<file path="config.mk">
export PLATFORM = sky130hd
export DESIGN_NAME = uart_rx_status_irq
export DESIGN_NICKNAME = d
export VERILOG_FILES = /design/src/uart_rx_pkg.sv /design/src/rx_fifo_mem.sv /design/src/uart_rx_status_irq.sv
export VERILOG_INCLUDE_DIRS = /design/src /design/src/src
export SDC_FILE = /design/constraint.sdc
export NUM_CORES = 1
export LEC_CHECK = 0
export ABC_AREA = 1
export BUFFER_PORTS_ARGS = -buffer_cell sky130_fd_sc_hd__buf_2
export CAP_MARGIN = 20
export CORE_ASPECT_RATIO = 1.5
export CORE_MARGIN = 2
export CORE_UTILIZATION = 59
export DETAILED_ROUTE_END_ITERATION = 6
export PLACE_DENSITY_LB_ADDON = 0.2
export REMOVE_ABC_BUFFERS = 1
export SLEW_MARGIN = 20
export SYNTH_ARGS = -nofsm -noshare
export SYNTH_HDL_FRONTEND = slang
export SYNTH_SLANG_ARGS = --single-unit
</file>
<file path="constraint.sdc">
create_clock -name aclk -period 4.71 [get_ports aclk]
set_input_delay 0.471 -clock aclk [delete_from_list [all_inputs] [get_ports aclk]]
set_output_delay 0.471 -clock aclk [all_outputs]
set_load 0.01 [all_outputs]
</file>
<file path="src/uart_rx_params.svh">
`ifndef UART_RX_PARAMS_SVH
`define UART_RX_PARAMS_SVH

// register byte offsets
`define OFF_STATUS 8'h00
`define OFF_RXDATA 8'h04
`define OFF_CTRL1 8'h08
`define OFF_CTRL2 8'h0c
`define OFF_BAUD 8'h10
`define OFF_INTC 8'h14

// port_control_one fields
`define C1_NINE_BIT 0
`define C1_PARITY_EN 1
`define C1_PARITY_ODD 2
`define C1_TWO_STOP 3
`define C1_PORT_EN 4

// port_control_two fields
`define C2_RX_EN 0
`define C2_RX_IE 1
`define C2_TXE_IE 2
`define C2_TXI_IE 3
`define C2_ADDR_DET 4
`define C2_WAKE_EN 5

// interrupt_control_one fields
`define IC_GLOBAL_IE 0
`define IC_PORT_IE 1

// port_status_register fields
`define ST_PARITY_ERR 0
`define ST_NOISE 1
`define ST_FRAMING 2
`define ST_OVERRUN 3
`define ST_RX_IDLE 4
`define ST_RX_AVAIL 5
`define ST_TX_IDLE 6
`define ST_TX_EMPTY 7

// reset values
`define CTRL1_RST 8'h00
`define CTRL2_RST 8'h00
`define BAUD_RST 8'h00
`define INTC_RST 8'h00

// timing
`define OVERSAMPLE 16
`define SAMPLE_A 4'h7
`define SAMPLE_B 4'h8
`define SAMPLE_C 4'h9
`define WAKE_CYCLES 1024
`define FIFO_DEPTH 2

// bus answers
`define RESP_OKAY 2'h0
`define RESP_DECERR 2'h3

`endif

</file>
<file path="src/uart_rx_pkg.sv">
package uart_rx_pkg;
	`include "uart_rx_params.svh"

	typedef struct packed {
		logic [7:0] awaddr;
		logic awvalid;
		logic [31:0] wdata;
		logic [3:0] wstrb;
		logic wvalid;
		logic bready;
		logic [7:0] araddr;
		logic arvalid;
		logic rready;
	} axil_req_t;

	typedef struct packed {
		logic awready;
		logic wready;
		logic bvalid;
		logic [1:0] bresp;
		logic arready;
		logic rvalid;
		logic [31:0] rdata;
		logic [1:0] rresp;
	} axil_rsp_t;

	// one buffered word with the flags that travel with it
	typedef struct packed {
		logic [8:0] data;
		logic framing;
		logic parity;
	} rx_entry_t;

	typedef enum logic [2:0] {
		RX_IDLE = 3'h0,
		RX_START = 3'h1,
		RX_DATA = 3'h3,
		RX_PARITY = 3'h2,
		RX_STOP = 3'h6,
		RX_STOP2 = 3'h7,
		RX_WAIT_HIGH = 3'h5
	} rx_state_t;
endpackage

</file>
<file path="src/rx_fifo_mem.sv">
`timescale 1ns/1ps
module rx_fifo_mem
	import uart_rx_pkg::*;
(
	input wire logic aclk,
	input wire logic we,
	input wire logic waddr,
	input wire rx_entry_t wdata,
	input wire logic raddr,
	output rx_entry_t rdata_r
);
	rx_entry_t mem [`FIFO_DEPTH];

	// storage has no reset: contents only matter behind the fill count
	always_ff @(posedge aclk) begin
		if (we) begin
			mem[waddr] <= wdata;
		end
	end

	// registered read port; a word written into the read slot passes straight through,
	// so the head never shows a stale entry for a cycle after a push into an empty buffer
	always_ff @(posedge aclk) begin
		rdata_r <= (we && (waddr == raddr)) ? wdata : mem[raddr];
	end
endmodule // rx_fifo_mem

</file>
<file path="src/uart_rx_status_irq.sv">
// Register access over AXI4-Lite and the placing of the registers were decided locally.
`timescale 1ns/1ps
module uart_rx_status_irq
	import uart_rx_pkg::*;
(
	input wire logic aclk,
	input wire logic aresetn,
	input wire axil_req_t axil_req,
	output axil_rsp_t axil_rsp,
	input wire logic rx_pin,
	input wire logic tx_line,
	input wire logic tx_empty,
	input wire logic tx_idle,
	input wire logic power_down,
	output logic tx_pin,
	output logic port_irq,
	output logic wake_event
);
	axil_rsp_t rsp_r;
	logic [7:0] ctrl1_r, ctrl2_r, baud_r, intc_r;
	logic rd_busy_r;
	logic [7:0] rd_addr_r;
	logic status_seen_r;
	logic overrun_flag_r, noise_flag_r;
	logic wr_ptr_r, rd_ptr_r;
	logic [1:0] count_r;
	rx_entry_t head_r;
	rx_state_t st_r;
	logic [7:0] div_r;
	logic [3:0] samp_r, bit_r;
	logic s_a_r, s_b_r;
	logic [8:0] shift_r;
	logic par_r, fer_r, per_r, noise_r;
	logic pd_q_r, armed_r, rx_q_r;
	logic wake_busy_r, wake_pend_r;
	logic [9:0] wake_cnt_r;
	logic tx_pin_r, port_irq_r, wake_event_r;

	// control bit views
	wire nine_bit = ctrl1_r[`C1_NINE_BIT];
	wire parity_en = ctrl1_r[`C1_PARITY_EN];
	wire parity_odd = ctrl1_r[`C1_PARITY_ODD];
	wire two_stop = ctrl1_r[`C1_TWO_STOP];
	wire port_en = ctrl1_r[`C1_PORT_EN];
	wire rx_en = ctrl2_r[`C2_RX_EN];
	wire rx_ie = ctrl2_r[`C2_RX_IE];
	wire txe_ie = ctrl2_r[`C2_TXE_IE];
	wire txi_ie = ctrl2_r[`C2_TXI_IE];
	wire addr_det = ctrl2_r[`C2_ADDR_DET];
	wire wake_en = ctrl2_r[`C2_WAKE_EN];
	wire global_ie = intc_r[`IC_GLOBAL_IE];
	wire port_ie = intc_r[`IC_PORT_IE];

	// bus handshakes and decode
	wire wr_go = rsp_r.awready & axil_req.awvalid & axil_req.wvalid;
	wire rd_go = rsp_r.arready & axil_req.arvalid;
	wire [7:0] wa = axil_req.awaddr;
	wire wr_hit = (wa == `OFF_CTRL1) | (wa == `OFF_CTRL2) | (wa == `OFF_BAUD) |
		(wa == `OFF_INTC);
	wire wr_lane = wr_go & axil_req.wstrb[0];
	wire rd_status = rd_go & (axil_req.araddr == `OFF_STATUS);
	wire rd_data = rd_go & (axil_req.araddr == `OFF_RXDATA);
	wire rd_hit = (rd_addr_r == `OFF_STATUS) | (rd_addr_r == `OFF_RXDATA) |
		(rd_addr_r == `OFF_CTRL1) | (rd_addr_r == `OFF_CTRL2) |
		(rd_addr_r == `OFF_BAUD) | (rd_addr_r == `OFF_INTC);

	// buffer control
	wire rx_avail = count_r != 2'h0;
	wire pop = rd_busy_r & (rd_addr_r == `OFF_RXDATA) & rx_avail; // pop as the word is answered
	wire seq_clear = rd_data & status_seen_r;

	// oversampling engine
	wire run = port_en & rx_en & ~power_down & ~wake_busy_r;
	wire tick = run & (div_r == baud_r);
	wire decide = tick & (samp_r == `SAMPLE_C);
	wire maj = (s_a_r & s_b_r) | (s_a_r & rx_pin) | (s_b_r & rx_pin);
	wire disagree = ~((s_a_r == s_b_r) & (s_b_r == rx_pin));
	wire [3:0] last_bit = nine_bit ? 4'h8 : 4'h7;

	// frame completion
	wire done = decide & (((st_r == RX_STOP) & (~maj | ~two_stop)) | (st_r == RX_STOP2));
	wire fer_fin = fer_r | ~maj;
	wire noise_fin = noise_r | disagree;
	wire [8:0] word = nine_bit ? shift_r : {1'b0, shift_r[8:1]};
	wire push = done & (count_r != 2'(`FIFO_DEPTH));
	wire overrun = done & (count_r == 2'(`FIFO_DEPTH));
	rx_entry_t push_entry;
	assign push_entry.data = fer_fin ? (word & {9{|word}}) : word;
	assign push_entry.framing = fer_fin;
	assign push_entry.parity = per_r;

	// head views: flags and data of the oldest word
	wire head_fer = rx_avail & head_r.framing;
	wire head_per = rx_avail & head_r.parity;
	wire top_bit = nine_bit ? head_r.data[8] : head_r.data[7];
	wire rx_idle = (st_r == RX_IDLE) | (st_r == RX_WAIT_HIGH);

	wire [7:0] status_word = {tx_empty, tx_idle, rx_avail, rx_idle, overrun_flag_r,
		head_fer, noise_flag_r, head_per};
	wire [31:0] rd_word =
		(rd_addr_r == `OFF_STATUS) ? {24'h0, status_word} :
		(rd_addr_r == `OFF_RXDATA) ? {23'h0, head_r.data & {9{rx_avail}}} :
		(rd_addr_r == `OFF_CTRL1) ? {24'h0, ctrl1_r} :
		(rd_addr_r == `OFF_CTRL2) ? {24'h0, ctrl2_r} :
		(rd_addr_r == `OFF_BAUD) ? {24'h0, baud_r} :
		(rd_addr_r == `OFF_INTC) ? {24'h0, intc_r} : 32'h0;

	// separate transmit enables, shared receive enable
	// top bit qualifies data-available under address detect
	// noise has no source of its own
	wire irq_src = (tx_empty & txe_ie) | (tx_idle & txi_ie) |
		(rx_avail & rx_ie & (~addr_det | top_bit)) |
		(overrun_flag_r & rx_ie) | wake_pend_r;

	// write address and data are taken together, one write at a time
	always_ff @(posedge aclk) begin
		if (!aresetn) begin
			rsp_r <= '0;
		end else begin
			rsp_r.awready <= axil_req.awvalid & axil_req.wvalid & ~rsp_r.awready & ~rsp_r.bvalid;
			rsp_r.wready <= axil_req.awvalid & axil_req.wvalid & ~rsp_r.awready & ~rsp_r.bvalid;
			if (wr_go) begin
				rsp_r.bvalid <= 1'b1;
				rsp_r.bresp <= wr_hit ? `RESP_OKAY : `RESP_DECERR;
			end else if (axil_req.bready) begin
				rsp_r.bvalid <= 1'b0;
			end
			rsp_r.arready <= axil_req.arvalid & ~rsp_r.arready & ~rd_busy_r & ~rsp_r.rvalid;
			if (rd_busy_r) begin
				rsp_r.rvalid <= 1'b1;
				rsp_r.rdata <= rd_word;
				rsp_r.rresp <= rd_hit ? `RESP_OKAY : `RESP_DECERR;
			end else if (axil_req.rready) begin
				rsp_r.rvalid <= 1'b0;
			end
		end
	end

	// read address held one cycle so the buffer head has settled
	always_ff @(posedge aclk) begin
		if (!aresetn) begin
			rd_busy_r <= 1'b0;
			rd_addr_r <= 8'h0;
		end else begin
			rd_busy_r <= rd_go;
			if (rd_go) begin
				rd_addr_r <= axil_req.araddr;
			end
		end
	end

	// writable registers, nothing here reacts to power-down
	// status flags have no write path
	always_ff @(posedge aclk) begin
		if (!aresetn) begin
			ctrl1_r <= `CTRL1_RST;
			ctrl2_r <= `CTRL2_RST;
			baud_r <= `BAUD_RST;
			intc_r <= `INTC_RST;
		end else if (wr_lane) begin
			if (wa == `OFF_CTRL1) ctrl1_r <= axil_req.wdata[7:0];
			if (wa == `OFF_CTRL2) ctrl2_r <= axil_req.wdata[7:0];
			if (wa == `OFF_BAUD) baud_r <= axil_req.wdata[7:0];
			if (wa == `OFF_INTC) intc_r <= axil_req.wdata[7:0];
		end
	end

	// status access arms the clearing sequence; the data read consumes it
	always_ff @(posedge aclk) begin
		if (!aresetn) begin
			status_seen_r <= 1'b0;
		end else if (rd_status) begin
			status_seen_r <= 1'b1;
		end else if (rd_data) begin
			status_seen_r <= 1'b0;
		end
	end

	// overrun cleared by the two-step sequence, a new overrun wins
	always_ff @(posedge aclk) begin
		if (!aresetn) begin
			overrun_flag_r <= 1'b0;
			noise_flag_r <= 1'b0;
		end else begin
			if (overrun) overrun_flag_r <= 1'b1;
			else if (seq_clear) overrun_flag_r <= 1'b0;
			if (push & noise_fin) noise_flag_r <= 1'b1;
			else if (seq_clear) noise_flag_r <= 1'b0;
		end
	end

	// a full buffer keeps its words, the new one is dropped
	// receive-available falls when the last word is read
	always_ff @(posedge aclk) begin
		if (!aresetn) begin
			wr_ptr_r <= 1'b0;
			rd_ptr_r <= 1'b0;
			count_r <= 2'h0;
		end else begin
			if (push) wr_ptr_r <= ~wr_ptr_r;
			if (pop) rd_ptr_r <= ~rd_ptr_r;
			count_r <= count_r + 2'(push) - 2'(pop);
		end
	end

	rx_fifo_mem u_mem (
		.aclk(aclk),
		.we(push),
		.waddr(wr_ptr_r),
		.wdata(push_entry),
		.raddr(pop ? ~rd_ptr_r : rd_ptr_r),
		.rdata_r(head_r)
	);

	// baud divider gives sixteen ticks per bit
	always_ff @(posedge aclk) begin
		if (!aresetn || !run || tick) begin
			div_r <= 8'h0;
		end else begin
			div_r <= div_r + 8'h1;
		end
	end

	// take two samples ahead of the deciding one
	always_ff @(posedge aclk) begin
		if (!aresetn) begin
			s_a_r <= 1'b1;
			s_b_r <= 1'b1;
		end else if (tick) begin
			if (samp_r == `SAMPLE_A) s_a_r <= rx_pin;
			if (samp_r == `SAMPLE_B) s_b_r <= rx_pin;
		end
	end

	// losing run (power-down) ends any frame in progress
	// the pin is ignored while the wake delay runs
	always_ff @(posedge aclk) begin
		if (!aresetn || !run) begin
			st_r <= RX_IDLE;
			samp_r <= 4'h0;
			bit_r <= 4'h0;
			shift_r <= 9'h0;
			par_r <= 1'b0;
			fer_r <= 1'b0;
			per_r <= 1'b0;
			noise_r <= 1'b0;
		end else begin
			if (tick) samp_r <= samp_r + 4'h1;
			unique case (st_r)
				RX_IDLE: begin
					// start edge aligns the sample counter
					if (!rx_pin) begin
						st_r <= RX_START;
						samp_r <= 4'h0;
						bit_r <= 4'h0;
						par_r <= 1'b0;
						fer_r <= 1'b0;
						per_r <= 1'b0;
						noise_r <= 1'b0;
					end
				end
				RX_START: begin
					// a glitch that fails the vote is not a start bit
					if (decide) begin
						st_r <= maj ? RX_IDLE : RX_DATA;
						noise_r <= disagree;
					end
				end
				RX_DATA: begin
					if (decide) begin
						shift_r <= {maj, shift_r[8:1]};
						par_r <= par_r ^ maj;
						noise_r <= noise_fin;
						bit_r <= bit_r + 4'h1;
						if (bit_r == last_bit) st_r <= parity_en ? RX_PARITY : RX_STOP;
					end
				end
				RX_PARITY: begin
					if (decide) begin
						// checked only when parity is enabled
						per_r <= (par_r ^ maj) != parity_odd;
						noise_r <= noise_fin;
						st_r <= RX_STOP;
					end
				end
				RX_STOP: begin
					if (decide) begin
						// a low stop bit is a framing error
						fer_r <= fer_fin;
						noise_r <= noise_fin;
						if (done) st_r <= fer_fin ? RX_WAIT_HIGH : RX_IDLE;
						else st_r <= RX_STOP2;
					end
				end
				RX_STOP2: begin
					// second stop bit must be high too
					if (decide) st_r <= fer_fin ? RX_WAIT_HIGH : RX_IDLE;
				end
				RX_WAIT_HIGH: begin
					// a long break is not taken as the next start bit
					if (rx_pin) st_r <= RX_IDLE;
				end
				default: st_r <= RX_IDLE;
			endcase
		end
	end

	// arming is taken as power-down is entered
	always_ff @(posedge aclk) begin
		if (!aresetn) begin
			pd_q_r <= 1'b0;
			armed_r <= 1'b0;
			rx_q_r <= 1'b1;
		end else begin
			pd_q_r <= power_down;
			rx_q_r <= rx_pin;
			if (power_down & ~pd_q_r) armed_r <= wake_en & port_en & rx_en & rx_ie;
			else if (!power_down) armed_r <= 1'b0;
		end
	end

	wire wake_go = power_down & armed_r & rx_q_r & ~rx_pin & ~wake_busy_r;

	// wake delay counter, then the interrupt is released
	always_ff @(posedge aclk) begin
		if (!aresetn) begin
			wake_busy_r <= 1'b0;
			wake_cnt_r <= 10'h0;
			wake_pend_r <= 1'b0;
		end else begin
			if (wake_go) begin
				wake_busy_r <= 1'b1;
				wake_cnt_r <= 10'(`WAKE_CYCLES - 1);
			end else if (wake_busy_r) begin
				wake_cnt_r <= wake_cnt_r - 10'h1;
				if (wake_cnt_r == 10'h0) wake_busy_r <= 1'b0;
			end
			// set wins over the status-read clear
			if (wake_busy_r & (wake_cnt_r == 10'h0)) wake_pend_r <= 1'b1;
			else if (rd_status) wake_pend_r <= 1'b0;
		end
	end

	// registered pins; the request is a level until its source clears
	always_ff @(posedge aclk) begin
		if (!aresetn) begin
			tx_pin_r <= 1'b1;
			port_irq_r <= 1'b0;
			wake_event_r <= 1'b0;
		end else begin
			// transmit pin parked high in power-down
			tx_pin_r <= power_down | tx_line;
			port_irq_r <= irq_src & global_ie & port_ie & ~wake_busy_r;
			wake_event_r <= wake_go;
		end
	end

	assign axil_rsp = rsp_r;
	assign tx_pin = tx_pin_r;
	assign port_irq = port_irq_r;
	assign wake_event = wake_event_r;
endmodule // uart_rx_status_irq
</file>
==> flow_metrics.tcl <==
set metrics [dict create \
    start_util 0.5979 \
    boundaryPins 108 \
    power_mw 2.575 \
    rsz0062_at_grt "false" \
    root_buffer "clkbuf_16" \
    leakagePower_nw 3.122 \
    cp.required_ps 4750 \
    finalSetupViolations 0 \
    ys_types 43 \
    dp_hpwl_mm 11.24 \
    critPathLaunch "div_r[5]" \
    drtIter0Drc 336 \
    crit_end "u_mem.mem[0][10]" \
    routed_wirelength_mm 15.42 \
    ys_ff_latch 138 \
    clk_latency_ps 420 \
    antenna_found_initial 0 \
    critPathArrivalTime_ps 2640 \
    status "finished, final reports clean" \
    synth-xor-area-share 0.01990 \
    hold_viol_final 0 \
    grt_overflow 0 \
    antenna_left 0 \
    clk_pin_slew_ps 60 \
    cts-resized-gates 0 \
    synth-seq-area-share 0.4561 \
    drv_slew 0 \
    worstReg2RegEnd "u_mem.mem[0][10]" \
    synth_simple_gate_area_frac 0.2468 \
    regArea_sq_um 2983 \
    max-clock-path-buffers 2 \
    setup_tns_ps 0 \
    mappedNetlistArea_sq_um 6540 \
    reg2reg_depth 10 \
    multi_input_area_sq_um 2908 \
    cts.sinks 138 \
    synth_mux_area_frac 0.001531 \
    design.die.area_sq_um 11960 \
    fin_crit_ps 2596 \
    drcViolationCount 0 \
    n_antenna_cell 0 \
    die_h_um 132.9 \
    vias_per_cell 5.406 \
    synth_compound_area_frac 0.1446 \
    fillers 955 \
    numCtsBuffers 17 \
    end_kind "register" \
    finalCritPeriodShare 0.5512 \
    hold_path_class "input pin to register" \
    synth-adder-area-share 0.01722 \
    synth_top_family_by_area "simple AND/OR/NAND/NOR gates" \
    drive_gt1_frac 0.1177 \
    synthFlopType "dfxtp_1" \
    synth_edf_count 22 \
    grt_use_total 0.2574 \
    first_global_vias 5458 \
    syn_avg_cell_area_sq_um 7.569 \
    htreeDepth 4 \
    synthCells 864 \
    drv_cap 0 \
    rows 47 \
    io_buffers 57 \
    fp.coreArea_sq_um 10940 \
    cts_tree "yes" \
    area_growth_pct 12.61 \
    postCtsHoldBufs 0 \
    layout.nets 986 \
    num_vias 5801 \
    max-slew-margin-rel 0.2392 \
    ir_drop_mv 0.2965 \
    worst_slew_pin_slew_ps 1137 \
    p_per_area_nw_per_um2 349.6 \
    cts_setup_buffers 0 \
    max_freq_ghz 0.3852 \
    r2r-start "div_r[5]" \
    reg2reg_slack_ps 2110 \
    place.gp.congestion 0.8546 \
    grt_max_degree 53 \
    wire_per_inst_um 14.37 \
    crit_type "register to register" \
    cp_max_fo 11 \
    async_reset_ff_frac 0 \
    drt_first_pass_iters 5 \
    start_kind "register" \
    yosys_warnings 0 \
    finClkSkew_ps 8.092 \
    grt_pass1_wl_mm 24.71 \
    die_w_um 89.97 \
]
-- power by group --
part	switching, mW	internal (mW)
registers	0.00531	1.20
logic	0.0848	0.0340
clock network	0.495	0.754
total	0.585	1.99
-- kinds of logic after synthesis --
group / Yosys count
AND/OR/NAND/NOR: 367
AO/OA/AOI/OAI: 167
buffers and inverters: 167
flip-flops: 138
XOR/XNOR: 14
adder cells (fa/ha/maj): 9
other: 1
multiplexers: 1
-- routing by layer --
| layer | track usage | vias up | share of wire |
|---|---|---|---|
| met1 | 0.2753 | 2669 | 0.38 |
| met5 | 0 | - | 0 |
| met3 | 0.04954 | 47 | 0.047 |
| met4 | 0.1436 | 0 | 0.041 |
| li1 | - | 2895 | - |
| met2 | 0.4726 | 190 | 0.53 |
-- layout by cell type, fill, tap and decap left out, drive strengths merged, types with 21 or more instances in the layout --
cell type,Yosys,layout
edfxtp,22,22
buf,34,58
o21ai,51,51
nand3,43,43
nand2,158,158
a21oi,70,70
nor2,118,118
clkbuf,16,21
dfxtp,116,116
inv,116,117
conb,1,23
a211oi,30,30
-- worst max-delay path, stage by stage, from the launching register on --
cell     delay [ps]
dfxtp_1         440
inv_1            80
nand2_1         100
nand2_1          60
nor2_1           80
nand2_1          70
nor2_2          140
nand3_2         120
inv_2           160
nand3_1         250
nor2_1          730
-- cell type report --
type                            count  area share
Timing Repair Buffer               58     0.03976
Clock inverter                     11     0.01308
Inverter                          117     0.05963
Clock buffer                       21     0.06269
Sequential cell                   138      0.4050
Multi-Input combinational cell    581      0.3948
Tap cell                          147     0.02497
-- flip-flops by register name, indices dropped and copies added (netlist names), 9 cells and up, named ones only --
signal	flops
shift_r	9
axil_rsp	15
u_mem.mem	22
wake_cnt_r	10
-- Yosys cell counts, drive strengths merged (2+ instances only) --
master   instances  share of area
dfxtp          116           0.36
nor3b            3         0.0034
nand3           43          0.034
inv            116          0.067
o211ai           4         0.0046
clkbuf          16         0.0092
nor3            11          0.013
buf             34          0.037
a31oi            3         0.0029
xnor2            5         0.0067
o31ai            3         0.0034
or2              5         0.0048
a211oi          30          0.034
ha               9          0.017
nand4           18          0.017
a21oi           70          0.054
and2             2         0.0019
nor2           118          0.068
nor4             7          0.011
nand2          158          0.091
xor2             9          0.013
o21ai           51          0.039
o2111ai          2         0.0027
edfxtp          22           0.10
o22ai            3         0.0029
-- stage by stage --
step / hold WS [ps] / std cells / area [sq um] / util / worst slack (ps)
2_1_floorplan: 423.9 / 836 / 6321 / - / 2481
3_3_place_gp: 421.4 / 1041 / 6798 / 0.6215 / 1924
3_5_place_dp: 433.5 / 1041 / 6807 / 0.6223 / 1874
4_1_cts: 226.4 / 1073 / 7365 / 0.6733 / 2106
5_1_grt: 236.1 / 1073 / 7365 / 0.6733 / 1854
6_report: 232.1 / 1073 / 7365 / 0.6733 / 2114
-- worst min path at each step --
stage            startpoint           end  slack [ps]  cells after the start
2_1_floorplan     intc_r[2]     intc_r[2]         420                      2
3_5_place_dp   axil_rsp[38]  axil_rsp[39]         430                      1
5_1_grt             tx_line        tx_pin         240                      3
3_3_place_gp   axil_rsp[38]  axil_rsp[39]         420                      1
4_1_cts             tx_line        tx_pin         230                      3
6_report            tx_line        tx_pin         230                      3
Note: power is estimated with default switching activity, not from simulation.
